File: src/logic/twowire_pkg.sv
// Shared constants for the two-wire slave address receiver.
package twowire_pkg;
  localparam int BYTE_W = 8;
  localparam int FIFO_DEPTH = 8;
  localparam int CNT_W = 4;
  localparam logic [3:0] BITS_PER_BYTE = 4'h8;
  localparam int RW_POS = 0;
  localparam int ADDR_MSB = 7;
  localparam int ADDR_LSB = 1;
  localparam int PREFIX_MSB = 7;
  localparam int PREFIX_LSB = 3;
  localparam logic [4:0] TEN_BIT_PREFIX = 5'h1E;
  localparam logic [7:0] OWN_ADDR_RESET = 8'h00;
  localparam logic [7:0] RX_BUF_RESET = 8'h00;
endpackage

File: src/logic/byte_stream_if.sv
// Valid/ready byte stream between the receiver and its FIFO.
`timescale 1ns/1ps
interface byte_stream_if #(parameter int W = 8);
  logic [W-1:0] data;
  logic valid;
  logic ready;
  modport src (output data, output valid, input ready);
  modport snk (input data, input valid, output ready);
endinterface

File: src/logic/twowire_slave_rx.sv
// Two-wire bus target: address match, acknowledge and receive flags.
//
// Summary of operation
// - Ack matched address or data, then buffer it
// - Nack when buffer-full or overflow already set
// - Full buffer: keep it, set interrupt, overflow
// - Buffer read clears full; overflow cleared by software
// - Enabled: wait for START, then shift eight
// - Sample data on rising bus clock edge
// - Compare address bits 7:1 at eighth fall
// - Match: load buffer, set full at eighth fall
// - Ack in ninth clock, interrupt at ninth fall
// - Ten-bit first byte is 11110, A9, A8, 0
// - First ten-bit byte: flags, stretch until rewrite
// - Second ten-bit byte: flags, stretch until rewrite
// - Repeated START, read bit set: slave-transmit mode
`timescale 1ns/1ps
module twowire_slave_rx #(
  parameter int FIFO_W = twowire_pkg::BYTE_W,
  parameter int FIFO_D = twowire_pkg::FIFO_DEPTH
) (
  input wire logic REF_CLK,
  input wire logic RST_N,
  input wire logic SCL_IN,
  output logic SCL_OUT,
  output logic SCL_OE,
  input wire logic SDA_IN,
  output logic SDA_OUT,
  output logic SDA_OE,
  input wire logic PORT_ENABLE,
  input wire logic TEN_BIT_MODE,
  input wire logic OWN_ADDR_WR,
  input wire logic [7:0] OWN_ADDR_WDATA,
  output logic [7:0] OWN_ADDR,
  input wire logic RX_BUF_RD,
  output logic [7:0] RX_BUF_DATA,
  output logic BUFFER_FULL,
  output logic RX_OVERFLOW,
  input wire logic OVERFLOW_CLR,
  output logic PORT_IRQ_FLAG,
  input wire logic IRQ_FLAG_CLR,
  input wire logic IRQ_ENABLE,
  output logic IRQ,
  output logic ADDR_UPDATE,
  output logic SLAVE_TX,
  output logic RW_BIT
);
  typedef enum logic [2:0] {
    ST_IDLE, ST_RECV, ST_ACK, ST_IGNORE, ST_TX
  } state_e;
  typedef enum logic [1:0] {PH_ADDR, PH_ADDR_LOW, PH_DATA} phase_e;

  state_e state_q;
  phase_e phase_q;
  phase_e phase_d;
  logic [3:0] bit_cnt_q;
  logic [7:0] shift_q;
  logic [7:0] own_q;
  logic [7:0] rxbuf_q;
  logic buf_loaded_q;
  logic bf_q;
  logic ov_q;
  logic irq_flag_q;
  logic irq_q;
  logic ua_q;
  logic tx_q;
  logic rw_q;
  logic matched10_q;
  logic ack_q;
  logic irq_pend_q;
  logic ua_pend_q;
  logic tx_pend_q;
  logic push_q;
  logic [7:0] push_data_q;
  logic sda_oe_q;
  logic scl_oe_q;

  logic scl_rise;
  logic scl_fall;
  logic sda_now;
  logic start_det;
  logic stop_det;
  logic eighth_fall;
  logic ninth_fall;
  logic hit;
  logic ten_first;
  logic want_ua;
  logic want_tx;
  logic busy;
  logic do_load;
  logic do_over;
  logic buf_read;

  byte_stream_if #(.W(FIFO_W)) fifo_in ();
  byte_stream_if #(.W(FIFO_W)) fifo_out ();

  pin_sampler u_pins (
    .clk(REF_CLK),
    .rst_n(RST_N),
    .scl_pin(SCL_IN),
    .sda_pin(SDA_IN),
    .scl_rise(scl_rise),
    .scl_fall(scl_fall),
    .sda_now(sda_now),
    .start_det(start_det),
    .stop_det(stop_det)
  );

  // The FIFO decouples the shift path from the buffer seen by software.
  byte_fifo #(.W(FIFO_W), .DEPTH(FIFO_D)) u_fifo (
    .clk(REF_CLK),
    .rst_n(RST_N),
    .in_s(fifo_in),
    .out_s(fifo_out)
  );

  assign fifo_in.valid = push_q;
  assign fifo_in.data = push_data_q;
  assign fifo_out.ready = ~buf_loaded_q;

  assign eighth_fall = (state_q == ST_RECV) && scl_fall &&
                       (bit_cnt_q == twowire_pkg::BITS_PER_BYTE);
  assign ninth_fall = (state_q == ST_ACK) && scl_fall;
  assign buf_read = RX_BUF_RD;

  // A full FIFO counts as a full buffer, so back-pressure becomes a NACK.
  assign busy = bf_q | ov_q | ~fifo_in.ready;

  // Address decision taken on the eighth falling edge.
  always_comb begin
    hit = 1'b0;
    want_ua = 1'b0;
    want_tx = 1'b0;
    phase_d = phase_q;
    ten_first = shift_q[twowire_pkg::PREFIX_MSB:twowire_pkg::PREFIX_LSB]
                == twowire_pkg::TEN_BIT_PREFIX;
    case (phase_q)
      PH_ADDR: begin
        if (shift_q[twowire_pkg::ADDR_MSB:twowire_pkg::ADDR_LSB] ==
            own_q[twowire_pkg::ADDR_MSB:twowire_pkg::ADDR_LSB]) begin
          if (!TEN_BIT_MODE) begin
            hit = 1'b1;
            want_tx = shift_q[twowire_pkg::RW_POS];
            phase_d = PH_DATA;
          end else if (ten_first && !shift_q[twowire_pkg::RW_POS]) begin
            hit = 1'b1;
            want_ua = 1'b1;
            phase_d = PH_ADDR_LOW;
          end else if (ten_first && matched10_q) begin
            hit = 1'b1;
            want_tx = 1'b1;
            phase_d = PH_DATA;
          end
        end
      end
      PH_ADDR_LOW: begin
        if (shift_q == own_q) begin
          hit = 1'b1;
          want_ua = 1'b1;
          phase_d = PH_DATA;
        end
      end
      default: begin
        hit = 1'b1;
      end
    endcase
    do_load = eighth_fall && hit && !busy;
    do_over = eighth_fall && hit && bf_q;
  end

  // Bus sequencing: start, eight bits, ninth acknowledge clock.
  always_ff @(posedge REF_CLK or negedge RST_N) begin
    if (!RST_N) begin
      state_q <= ST_IDLE;
      phase_q <= PH_ADDR;
      bit_cnt_q <= 4'h0;
      shift_q <= 8'h00;
    end else if (!PORT_ENABLE) begin
      state_q <= ST_IDLE;
      phase_q <= PH_ADDR;
      bit_cnt_q <= 4'h0;
    end else if (start_det) begin
      state_q <= ST_RECV;
      phase_q <= PH_ADDR;
      bit_cnt_q <= 4'h0;
    end else if (stop_det) begin
      state_q <= ST_IDLE;
      phase_q <= PH_ADDR;
    end else begin
      case (state_q)
        ST_RECV: begin
          if (scl_rise) begin
            shift_q <= {shift_q[6:0], sda_now};
            bit_cnt_q <= bit_cnt_q + 4'h1;
          end else if (eighth_fall) begin
            state_q <= hit ? ST_ACK : ST_IGNORE;
            phase_q <= hit ? phase_d : phase_q;
          end
        end
        ST_ACK: begin
          if (scl_fall) begin
            bit_cnt_q <= 4'h0;
            state_q <= tx_pend_q ? ST_TX : ST_RECV;
          end
        end
        default: begin
          state_q <= state_q;
        end
      endcase
    end
  end

  // Per-byte decision held from the eighth to the ninth falling edge.
  always_ff @(posedge REF_CLK or negedge RST_N) begin
    if (!RST_N) begin
      ack_q <= 1'b0;
      irq_pend_q <= 1'b0;
      ua_pend_q <= 1'b0;
      tx_pend_q <= 1'b0;
      rw_q <= 1'b0;
    end else if (eighth_fall) begin
      ack_q <= hit && !busy;
      irq_pend_q <= hit;
      ua_pend_q <= want_ua && !busy;
      tx_pend_q <= want_tx && !busy;
      if (phase_q == PH_ADDR) begin
        rw_q <= shift_q[twowire_pkg::RW_POS];
      end
    end
  end

  // Ten-bit sessions survive a repeated START but not a STOP.
  always_ff @(posedge REF_CLK or negedge RST_N) begin
    if (!RST_N) begin
      matched10_q <= 1'b0;
      tx_q <= 1'b0;
    end else if (!PORT_ENABLE || stop_det) begin
      matched10_q <= 1'b0;
      tx_q <= 1'b0;
    end else begin
      if (eighth_fall && hit && phase_q == PH_ADDR_LOW) begin
        matched10_q <= 1'b1;
      end
      if (start_det) begin
        tx_q <= 1'b0;
      end else if (ninth_fall && tx_pend_q) begin
        tx_q <= 1'b1;
      end
    end
  end

  // Hand-off into the FIFO, one cycle after the eighth falling edge.
  always_ff @(posedge REF_CLK or negedge RST_N) begin
    if (!RST_N) begin
      push_q <= 1'b0;
      push_data_q <= 8'h00;
    end else begin
      push_q <= do_load;
      if (do_load) begin
        push_data_q <= shift_q;
      end
    end
  end

  // Receive buffer seen by software; refilled only after it was read.
  always_ff @(posedge REF_CLK or negedge RST_N) begin
    if (!RST_N) begin
      rxbuf_q <= twowire_pkg::RX_BUF_RESET;
      buf_loaded_q <= 1'b0;
    end else if (fifo_out.valid && !buf_loaded_q) begin
      rxbuf_q <= fifo_out.data;
      buf_loaded_q <= 1'b1;
    end else if (buf_read) begin
      buf_loaded_q <= 1'b0;
    end
  end

  // Status flags: a hardware set wins over a clear in the same cycle.
  always_ff @(posedge REF_CLK or negedge RST_N) begin
    if (!RST_N) begin
      bf_q <= 1'b0;
      ov_q <= 1'b0;
      irq_flag_q <= 1'b0;
    end else begin
      if (do_load) begin
        bf_q <= 1'b1;
      end else if (buf_read) begin
        bf_q <= 1'b0;
      end
      if (do_over) begin
        ov_q <= 1'b1;
      end else if (OVERFLOW_CLR) begin
        ov_q <= 1'b0;
      end
      if (ninth_fall && irq_pend_q) begin
        irq_flag_q <= 1'b1;
      end else if (IRQ_FLAG_CLR) begin
        irq_flag_q <= 1'b0;
      end
    end
  end

  always_ff @(posedge REF_CLK or negedge RST_N) begin
    if (!RST_N) begin
      irq_q <= 1'b0;
    end else begin
      irq_q <= (irq_flag_q | (ninth_fall & irq_pend_q)) & IRQ_ENABLE;
    end
  end

  // Own address; rewriting it ends an address-update stretch.
  always_ff @(posedge REF_CLK or negedge RST_N) begin
    if (!RST_N) begin
      own_q <= twowire_pkg::OWN_ADDR_RESET;
    end else if (OWN_ADDR_WR) begin
      own_q <= OWN_ADDR_WDATA;
    end
  end

  always_ff @(posedge REF_CLK or negedge RST_N) begin
    if (!RST_N) begin
      ua_q <= 1'b0;
    end else if (!PORT_ENABLE) begin
      ua_q <= 1'b0;
    end else if (ninth_fall && ua_pend_q) begin
      ua_q <= 1'b1;
    end else if (OWN_ADDR_WR) begin
      ua_q <= 1'b0;
    end
  end

  // Open-drain drivers: data low for the acknowledge bit only, clock low
  // while the address update is pending. Stretching starts on the ninth
  // falling edge, when the master has already pulled the clock low.
  always_ff @(posedge REF_CLK or negedge RST_N) begin
    if (!RST_N) begin
      sda_oe_q <= 1'b0;
      scl_oe_q <= 1'b0;
    end else begin
      if (!PORT_ENABLE || start_det || stop_det || ninth_fall) begin
        sda_oe_q <= 1'b0;
      end else if (eighth_fall) begin
        sda_oe_q <= hit && !busy;
      end
      scl_oe_q <= PORT_ENABLE && ((ninth_fall && ua_pend_q) ||
                  (ua_q && !OWN_ADDR_WR));
    end
  end

  assign SDA_OUT = 1'b0;
  assign SCL_OUT = 1'b0;
  assign SDA_OE = sda_oe_q;
  assign SCL_OE = scl_oe_q;
  assign OWN_ADDR = own_q;
  assign RX_BUF_DATA = rxbuf_q;
  assign BUFFER_FULL = bf_q;
  assign RX_OVERFLOW = ov_q;
  assign PORT_IRQ_FLAG = irq_flag_q;
  assign IRQ = irq_q;
  assign ADDR_UPDATE = ua_q;
  assign SLAVE_TX = tx_q;
  assign RW_BIT = rw_q;
endmodule

File: src/logic/pin_sampler.sv
// Synchroniser and edge, start and stop detection for the bus pins.
`timescale 1ns/1ps
module pin_sampler (
  input wire logic clk,
  input wire logic rst_n,
  input wire logic scl_pin,
  input wire logic sda_pin,
  output logic scl_rise,
  output logic scl_fall,
  output logic sda_now,
  output logic start_det,
  output logic stop_det
);
  logic [1:0] meta_q;
  logic [1:0] sync_q;
  logic [1:0] prev_q;

  always_ff @(posedge clk or negedge rst_n) begin
    if (!rst_n) begin
      meta_q <= 2'h3;
      sync_q <= 2'h3;
      prev_q <= 2'h3;
    end else begin
      meta_q <= {scl_pin, sda_pin};
      sync_q <= meta_q;
      prev_q <= sync_q;
    end
  end

  // Bit 1 is the clock line, bit 0 the data line.
  assign scl_rise = sync_q[1] & ~prev_q[1];
  assign scl_fall = ~sync_q[1] & prev_q[1];
  assign sda_now = sync_q[0];
  assign start_det = sync_q[1] & prev_q[1] & ~sync_q[0] & prev_q[0];
  assign stop_det = sync_q[1] & prev_q[1] & sync_q[0] & ~prev_q[0];
endmodule

File: src/logic/byte_fifo.sv
// Parameterised FIFO with valid and ready on both sides.
`timescale 1ns/1ps
module byte_fifo #(
  parameter int W = 8,
  parameter int DEPTH = 8
) (
  input wire logic clk,
  input wire logic rst_n,
  byte_stream_if.snk in_s,
  byte_stream_if.src out_s
);
  localparam int AW = $clog2(DEPTH);
  logic [W-1:0] mem [DEPTH];
  logic [AW-1:0] wr_q;
  logic [AW-1:0] rd_q;
  logic [AW:0] cnt_q;
  logic push;
  logic pop;

  assign in_s.ready = (cnt_q != (AW+1)'(DEPTH));
  assign out_s.valid = (cnt_q != '0);
  assign out_s.data = mem[rd_q];
  assign push = in_s.valid & in_s.ready;
  assign pop = out_s.valid & out_s.ready;

  always_ff @(posedge clk) begin
    if (push) begin
      mem[wr_q] <= in_s.data;
    end
  end

  always_ff @(posedge clk or negedge rst_n) begin
    if (!rst_n) begin
      wr_q <= '0;
      rd_q <= '0;
      cnt_q <= '0;
    end else begin
      if (push) begin
        wr_q <= (wr_q == AW'(DEPTH - 1)) ? '0 : wr_q + 1'b1;
      end
      if (pop) begin
        rd_q <= (rd_q == AW'(DEPTH - 1)) ? '0 : rd_q + 1'b1;
      end
      cnt_q <= cnt_q + (AW+1)'(push) - (AW+1)'(pop);
    end
  end
endmodule

File: config.mk
export PLATFORM = sky130hd
export DESIGN_NAME = twowire_slave_rx
export DESIGN_NICKNAME = d
export VERILOG_FILES = /design/src/logic/twowire_pkg.sv /design/src/logic/byte_stream_if.sv /design/src/logic/twowire_slave_rx.sv /design/src/logic/pin_sampler.sv /design/src/logic/byte_fifo.sv
export SDC_FILE = /design/constraint.sdc
export NUM_CORES = 1
export LEC_CHECK = 0
export BUFFER_PORTS_ARGS = -buffer_cell sky130_fd_sc_hd__buf_2
export CORE_MARGIN = 3
export CORE_UTILIZATION = 52
export CTS_BUF_LIST = sky130_fd_sc_hd__clkbuf_16
export CTS_CLUSTER_DIAMETER = 30
export DETAILED_ROUTE_END_ITERATION = 6
export HOLD_SLACK_MARGIN = 0.05
export PLACE_DENSITY = 0.71
export SLEW_MARGIN = 30
export SYNTH_ARGS = -nofsm -noshare
export SYNTH_HDL_FRONTEND = slang
export SYNTH_SLANG_ARGS = --single-unit
export TNS_END_PERCENT = 10
File: constraint.sdc
create_clock -name REF_CLK -period 3.75 [get_ports REF_CLK]
set_input_delay 0 -clock REF_CLK [delete_from_list [all_inputs] [get_ports REF_CLK]]
set_output_delay 0 -clock REF_CLK [all_outputs]
set_load 0.02 [all_outputs]
Word level (Yosys, flattened, before mapping)
Memory sizes are Yosys's and may differ from the RTL's. A register that Yosys moved wholly into a read port is not among the register bits. Index checks and enable logic that the tools add are counted.

Bitwise operators: 22. Reduce and logical (&&, ||, !) cells: 43. $add $sub $neg: 5. Multiplexer cells: 63. Equality and inequality tests: 27.

Operators by type and width (count): $mux W1 (32); $mux W3 (9); $ne A5 B5 Y1 const B (5); $mux W2 (12); $mux W4 (5); $logic_and A1 B1 Y1 (18); $ne A4 B1 Y1 const B (4); $ne A4 B4 Y1 const B (3); $reduce_bool A2 Y1 (6); $and A1 B1 Y1 (11); $ne A5 B1 Y1 const B (2); $eq A8 B8 Y1 (1); $not A1 Y1 (8); $pmux W4 S2 (1); $reduce_and A4 Y1 (2); $reduce_and A8 Y1 (1); $eq A7 B7 Y1 (1); $ne A7 B7 Y1 const B (1); $add A3 B1 Y3 const B (2); $eq A3 B3 Y1 const B (2); $logic_not A1 Y1 (6); $pmux W3 S2 (1); $eq A5 B5 Y1 const B (1); $logic_or A1 B1 Y1 (5); other kinds (18) (21).

Bits in writable memories: 64. Input bits: 19. Memories: 1. Output and inout bits: 27. Bits in registers: 64.

Memories: u_fifo.mem (depth 8, bits a word 8, read ports 1, clocked after memory_dff 1, write ports 1, line byte_fifo.sv:13) `logic [W-1:0] mem [DEPTH];`.

Longest topological paths before layout
Gate-level depths: netlist (run 1).

Word-level depth: 14. Mapped depth: 10. Mapped depth without buffers: 9.

Modules after synthesis
A second synthesis (run 1) with hierarchy kept.

Cell total of the unflattened synthesis: 374. Area total of the unflattened synthesis: 5840.6 um2.

Modules (own cells, without submodules): byte_fifo (area an instance 3091.7 um2, times used 1, seq. area each 2172.1 um2, cells an instance 149); twowire_slave_rx (area an instance 2558.7 um2, times used 1, seq. area each 1401.3 um2, cells an instance 215); pin_sampler (area an instance 190.2 um2, times used 1, seq. area each 157.7 um2, cells an instance 10).

Least setup slack after synthesis (run 1)
OpenSTA, ideal clock, no wires.

Path type: reg-to-reg. From: reg u_fifo.cnt_q[2]. To: reg u_fifo.cnt_q[2]. Arrival: 2.064 ns. Data required time: 3.627 ns. Slack: 1.564 ns. Stages on the path, launching flop included: 11. Path through: dfrtp_1 -> inv_1 -> ha_1 -> a21oi_1 -> clkbuf_1 -> ha_1 -> inv_1 -> ha_1 -> inv_1 -> fa_1 -> xnor2_1.

Elaborated cells on any way between the ends: 6. Those cells by class: add/sub: 2; eq/ne: 1; bitwise: 2; reduce/logical: 1.

RTL lines: from (decl) (line byte_fifo.sv:16) `logic [AW:0] cnt_q;`; from (signal assigned) (line byte_fifo.sv:44) `cnt_q <= cnt_q + (AW+1)'(push) - (AW+1)'(pop);`; $reduce_bool A4 Y1 (line byte_fifo.sv:21) `assign out_s.valid = (cnt_q != '0);`; $and A1 B1 Y1 (line byte_fifo.sv:24) `assign pop = out_s.valid & out_s.ready;`; net u_fifo.pop (line byte_fifo.sv:18) `logic pop;`; $sub A4 B1 Y4 (line byte_fifo.sv:44).

The timed path passes the listed nets, and every way through them passes these cells. A chain may end at the register's enable or synchronous reset.

Worst setup path in the final report (run 1)
From: reg state_q[2]. To: reg push_data_q[5] (netlist: fifo_in.data[5]).

Word-level cells in the longest chain between the ends: 5.

Ends and longest elaborated chain: from (decl) (line twowire_slave_rx.sv:53) `state_e state_q;`; from (signal assigned) (line twowire_slave_rx.sv:196) `state_q <= hit ? ST_ACK : ST_IGNORE;`; from (signal assigned) (line twowire_slave_rx.sv:203) `state_q <= tx_pend_q ? ST_TX : ST_RECV;`; from (signal assigned) (line twowire_slave_rx.sv:207) `state_q <= state_q;`; $eq A3 B1 Y1 (line twowire_slave_rx.sv:121) `assign eighth_fall = (state_q == ST_RECV) && scl_fall &&`; $logic_and A1 B1 Y1 (2 in series) (line twowire_slave_rx.sv:121); $logic_and A1 B1 Y1 (2 in series) (line twowire_slave_rx.sv:167) `do_load = eighth_fall && hit && !busy;`; to (signal assigned) (line twowire_slave_rx.sv:260) `push_data_q <= shift_q;`; to (decl) (line twowire_slave_rx.sv:74) `logic [7:0] push_data_q;`.

No other way between the ends.

==> impl_metrics.toml, run 1 <==
[layout]
ff_latch_area_um2 = 3732
final_common_cell = "dfrtp_1"
diodes = 0
layout_common_cells = "dfrtp_1 (65), edfxtp_1 (64), buf_2 (42), mux2_2 (29), nor2_1 (26)"
syn_to_final_growth_pct = 21.50
drive_gt1_share_pct = 28.33
nNetsFinal = 499
multi_input_comb_area_um2 = 1829
fillers = 775

[global_routing]
overflow = 0
antenna_found_initial = 0
grt_max_degree = 73
grt_usage_pct = 17.66
grt_pass1_vias = 3564
grt_first_pass_wirelength_um = 17260

[clock_network]
cts-root-buf = "clkbuf_16"
post_cts_buffers = 0
cts_resized = 0
cts_hold_buf = 25
clockBufferDepth = 2
htree_levels = 4
clk_latency_ns = 0.40
cts_tree = "done"
path_clk_slew_ns = 0.06
clock_sinks = 136
cts_buffers = 17

[synthesis]
synth.distinct_cells = 50
synth_cells = 386
yosysWarnings = 0
ys_ff_latch = 136
yosysTopAreaCell = "edfxtp_1"
synth_area_per_cell_um2 = 14.73
synth_top_area_share_pct = 33.80
synth_area_leaders = "edfxtp_1 (34%), dfrtp_1 (29%), mux4_2 (6.3%)"
synth_area_um2 = 5687
synth-edff-count = 64
synth-async-reset-ratio_pct = 52.94
seq_area_frac_synth_pct = 65.61
ys.flop_type = "dfrtp_1"

[die]
core_um2 = 10460
die_x_um = 110.6
initial_utilization_pct = 54.35
die_y_um = 110.6
row_count = 37
dieArea_um2 = 12230
pin_count = 46

[place]
portBuffers = 43
pre_cts_ws_ns = 1.373
gp_congestion = 0.8764
hpwl_um = 6517

[timing]
layout_worst_path_cycle_share_pct = 63.99
fin_ws_ns = 1.350
slew_headroom_pct = 42.39
finClkSkew_ns = 0.01035
max_freq_mhz = 416.7
rsz0062_at_grt = "no"
fin_setup_tns_ns = 0
slew_violations = 0
fin_crit_ns = 2.400
hold_violations = 0
setup_violations = 0
tightest_slew_ns = 0.8590

[drt]
ant_nets = 0
first_pass_iters = 4
post_drt_wl_per_cell_um = 16.36
drc = 0
vias = 3378
drt_iter0_markers = 176
wl_um = 10080
via_per_inst = 5.484

[critical_path]
cp.required_ns = 4.03
critPathArrivalTime_ns = 2.68
worstPathMaxFanout = 10
worstSetupEndpointType = "flip-flop"
start_kind = "flip-flop"
critPathKind = "flip-flop to flip-flop"

[power_and_ir_drop]
p_sw_uw = 730.8
p_per_area_nw_per_um2 = 500.4
intPower_uw = 2726
p_seq_share_pct = 47.3
power_leakage_uw = 0.002879
ir_worst_vdd_mv = 0.2724
netSwitchingFraction_pct = 21.14
combPwrFrac_pct = 5.7
clock_power_share_pct = 47.0
finalPower_uw = 3457

[hold_path]
hp-class = "input port to flip-flop"

[outcome]
status = "finished, final reports clean"

[flow_run]
maxCapViolations = 0
==> per-layer routing <==
metal	part of all wire [%]	wire length, um	global-route usage [%]
met3	3.3	334	4.438
met5	0	0	0
met4	1.5	150	7.553
met2	51	5159	29.53
met1	44	4432	21.90
==> stage by stage <==
step | cells | utilization, % | hold slack (ns) | instance area, um^2
after floorplan | 387 | - | -0.2956 | 5690
after global placement | 559 | 57.96 | 0.1064 | 6065
after detailed placement | 559 | 57.98 | 0.1065 | 6066
after CTS | 616 | 66.00 | 0.08352 | 6905
after global routing | 616 | 66.04 | 0.1384 | 6909
final | 616 | 66.04 | 0.09658 | 6909
==> area by class of cell <==
cell class	instances	area share [%]
clock inverters	15	2.372
repair buffers	74	7.479
well taps	136	2.463
flip-flops and latches	136	54.02
clock buffers	17	6.157
inverters	19	1.032
multi-input cells	219	26.48
==> critical path: stages, from the launching register on <==
cell and delay, ns:
dfrtp_1 0.42, or3b_1 0.44, or3_1 0.53, nor4b_4 0.29, o31ai_2 0.25, mux2_2 0.35
==> registers in the layout, indices dropped and copies added, names as in the netlist, 4 cells and up <==
name / cells
bit_cnt_q: 4
OWN_ADDR: 8
u_fifo.mem: 64
u_fifo.cnt_q: 4
RX_BUF_DATA: 8
fifo_in.data: 8
shift_q: 8
==> synth_stat cells (all sizes together), types with 2 or more instances <==
| master | number |
|---|---|
| a21boi | 2 |
| a21o | 3 |
| a21oi | 17 |
| buf | 6 |
| clkbuf | 7 |
| dfrtp | 66 |
| dfstp | 6 |
| edfxtp | 64 |
| ha | 12 |
| inv | 19 |
| mux2 | 29 |
| mux2i | 10 |
| mux4 | 16 |
| nand2 | 25 |
| nand2b | 5 |
| nand3 | 4 |
| nand3b | 3 |
| nand4 | 6 |
| nor2 | 26 |
| nor2b | 3 |
| nor3 | 8 |
| nor4 | 2 |
| nor4bb | 2 |
| o21ai | 11 |
| or3b | 2 |
| xnor2 | 10 |
| xor2 | 3 |
==> worst paths after layout <==
kind	startpoint	end	slack, ns	cells after the start
worst min register to register	u_pins.meta_q[0]$_DFF_PN1_	u_pins.sync_q[0]$_DFF_PN1_	0.35	0
max in group asynchronous	RST_N	u_fifo.rd_q[0]$_DFFE_PN0P_	3.12	2
min in group asynchronous	RST_N	u_fifo.cnt_q[1]$_DFF_PN0_	0.17	2
worst max-delay path	state_q[2]$_DFFE_PN0P_	fifo_in.data[5]$_DFFE_PN0P_	1.35	5
worst min-delay path	OWN_ADDR_WR	ADDR_UPDATE$_DFFE_PN0P_	0.1	4
worst max register to register	state_q[2]$_DFFE_PN0P_	fifo_in.data[5]$_DFFE_PN0P_	1.35	5
==> cell families (layout without fill, tap and decap cells) <==
| logic type | count (synthesis) | in the layout | share of synthesized area, % |
|---|---|---|---|
| other | 1 | 2 | 0.06594 |
| AO/OA/AOI/OAI | 43 | 43 | 4.643 |
| XOR/XNOR | 13 | 13 | 2.002 |
| adder cells (fa/ha/maj) | 13 | 13 | 2.992 |
| AND/OR/NAND/NOR | 93 | 93 | 8.559 |
| flip-flops | 136 | 136 | 65.61 |
| multiplexers | 55 | 55 | 13.84 |
| buffers and inverters | 32 | 125 | 2.288 |
==> power groups by stage <==
stage	sequential, uW	clock, uW	combinational [uW]
after detailed placement	1670	0	169
after floorplan	1660	0	112
after CTS	1640	1650	196
after global routing	1640	1730	216
after global placement	1660	0	164
final	1640	1620	196
No activity file was read; power rests on OpenSTA's default activity.
==> run 2, diff against run 1 <==
clock period = 2.4 ns   (was 3.75 ns; I/O delays follow)
==> impl_metrics.toml, run 2 (same netlist as run 1, synthesis figures left out) <==
[power_and_ir_drop]
intPower_uw = 4303
ir_worst_vdd_mv = 0.5268
p_sw_uw = 1232
power_leakage_uw = 0.002959
p_per_area_nw_per_um2 = 788.1
netSwitchingFraction_pct = 22.26
p_seq_share_pct = 46.1
combPwrFrac_pct = 5.6
clock_power_share_pct = 48.3

[timing]
hold_slack_ns = 0.08502
finClkSkew_ns = 0.01162
slew_violations = 0
layout_worst_path_cycle_share_pct = 94.27
setup_violations = 0
max_freq_mhz = 442.0
fin_setup_tns_ns = 0
rsz0062_at_grt = "no"
tightest_slew_ns = 0.8056
hold_violations = 0
fin_crit_ns = 2.262
slew_headroom_pct = 45.97

[die]
pin_count = 46
core_um2 = 10460
die_x_um = 110.6
die_y_um = 110.6
initial_utilization_pct = 54.35
row_count = 37
dieArea_um2 = 12230

[critical_path]
worstPathMaxFanout = 10
r2r-start = "state_q[2]$_DFFE_PN0P_"
reg2reg_slack_ns = 0.14
slowest_stage = "or3_1"
worst_r2r_endpoint = "fifo_in.data[0]$_DFFE_PN0P_"
worstSetupEndpointType = "flip-flop"
worstSetupStartpoint = "state_q[2]$_DFFE_PN0P_"
r2r_cells = 5
cp.required_ns = 2.69
crit_chain = "or3b_1 > or3_1 > nor4b_4 > o31ai_2 > mux2_2"
start_kind = "flip-flop"
critPathArrivalTime_ns = 2.55
critPathKind = "flip-flop to flip-flop"
cpPeakStageDelay_ns = 0.44

[hold_path]
hp-class = "input port to flip-flop"
hold-path-endpoint = "ADDR_UPDATE$_DFFE_PN0P_"
min-delay-start = "OWN_ADDR_WR"
whs_path_depth = 4

[layout]
nNetsFinal = 511
design_area_um2 = 7024
final_common_cell = "dfrtp_1"
final_cells = 628
top_register = "u_fifo.mem"
drive_gt1_share_pct = 30.69
diodes = 0
utilization_pct = 67.14
largest_reg_flops = 64
layout_common_cells = "dfrtp_1 (66), edfxtp_1 (64), buf_2 (42), mux2_2 (29), nor2_1 (26)"
syn_to_final_growth_pct = 23.52

[global_routing]
grt_max_degree = 73
grt_first_pass_wirelength_um = 17790
antenna_found_initial = 0
grt_usage_pct = 18.24
overflow = 0
grt_pass1_vias = 3647

[drt]
vias = 3450
wl_um = 10320
drc = 0
ant_nets = 0
via_per_inst = 5.494
first_pass_iters = 4
drt_iter0_markers = 173
post_drt_wl_per_cell_um = 16.43

[clock_network]
clock_sinks = 136
cts_hold_buf = 25
cts_buffers = 17
clk_latency_ns = 0.41
cts-root-buf = "clkbuf_16"
cts_resized = 0
cts_tree = "done"
post_cts_buffers = 0
path_clk_slew_ns = 0.06
htree_levels = 4
clockBufferDepth = 2

[place]
hpwl_um = 6522
portBuffers = 43
dp_cells = 571
gp_congestion = 0.8457
placed_area_um2 = 6155

[outcome]
status = "finished, final reports clean"

[flow_run]
maxCapViolations = 0
## run 2: cell count changes in the layout (fill, tap and decap cells not counted), sizes merged
cell      previous run  this run
buf                 49        61
clkinvlp             6         1
clkinv               1         5
inv                 24        25
## run 2: layout make-up
| class | instances | area, um^2 |
|---|---|---|
| Sequential cell | 136 | 3731 |
| Fill cell | 715 | 3438 |
| Multi-Input combinational cell | 219 | 1829 |
| Timing Repair Buffer | 86 | 606.8 |
| Clock buffer | 17 | 425.4 |
| Clock inverter | 15 | 190.2 |
| Tap cell | 136 | 170.2 |
| Inverter | 19 | 71.32 |
## run 2: worst max-delay path: cells and delay by family (launching register included)
kind / cells / cell delay, ns
mux: 1 / 0.33
flops: 1 / 0.41
simple gates: 3 / 1.15
compound gates: 1 / 0.24
## run 2: through the flow
step	total power, uW	worst slack [ns]
floorplan	2763	0.2139
global placement	2856	0.1991
detailed placement	2865	0.1604
CTS	5571	0.1319
global route	5730	0.03866
finish	5536	0.1376
## run 2: routing by layer
| metal | up-vias | part of all wire (%) | global-route usage [%] |
|---|---|---|---|
| met5 | - | 0 | 0 |
| met4 | 0 | 1.7 | 6.322 |
| met3 | 15 | 4.3 | 4.877 |
| met2 | 106 | 51 | 30.30 |
| met1 | 1718 | 43 | 23.27 |
| li1 | 1611 | - | - |
## run 2: worst max-delay path by stage
stage | end | slack [ns] | depth (start not counted)
2_1_floorplan | u_fifo.cnt_q[2]$_DFF_PN0_ | 0.21 | 10
3_3_place_gp | fifo_in.data[2]$_DFFE_PN0P_ | 0.20 | 5
3_5_place_dp | fifo_in.data[6]$_DFFE_PN0P_ | 0.16 | 5
4_1_cts | fifo_in.data[2]$_DFFE_PN0P_ | 0.13 | 5
5_1_grt | fifo_in.data[1]$_DFFE_PN0P_ | 0.04 | 5
6_report | fifo_in.data[0]$_DFFE_PN0P_ | 0.14 | 5
## run 2: power groups by stage
stage / combinational, uW / clock, uW / sequential, uW
finish: 309 / 2670 / 2550
global route: 341 / 2830 / 2560
CTS: 309 / 2710 / 2550
detailed placement: 268 / 0 / 2600
global placement: 262 / 0 / 2590
floorplan: 175 / 0 / 2590
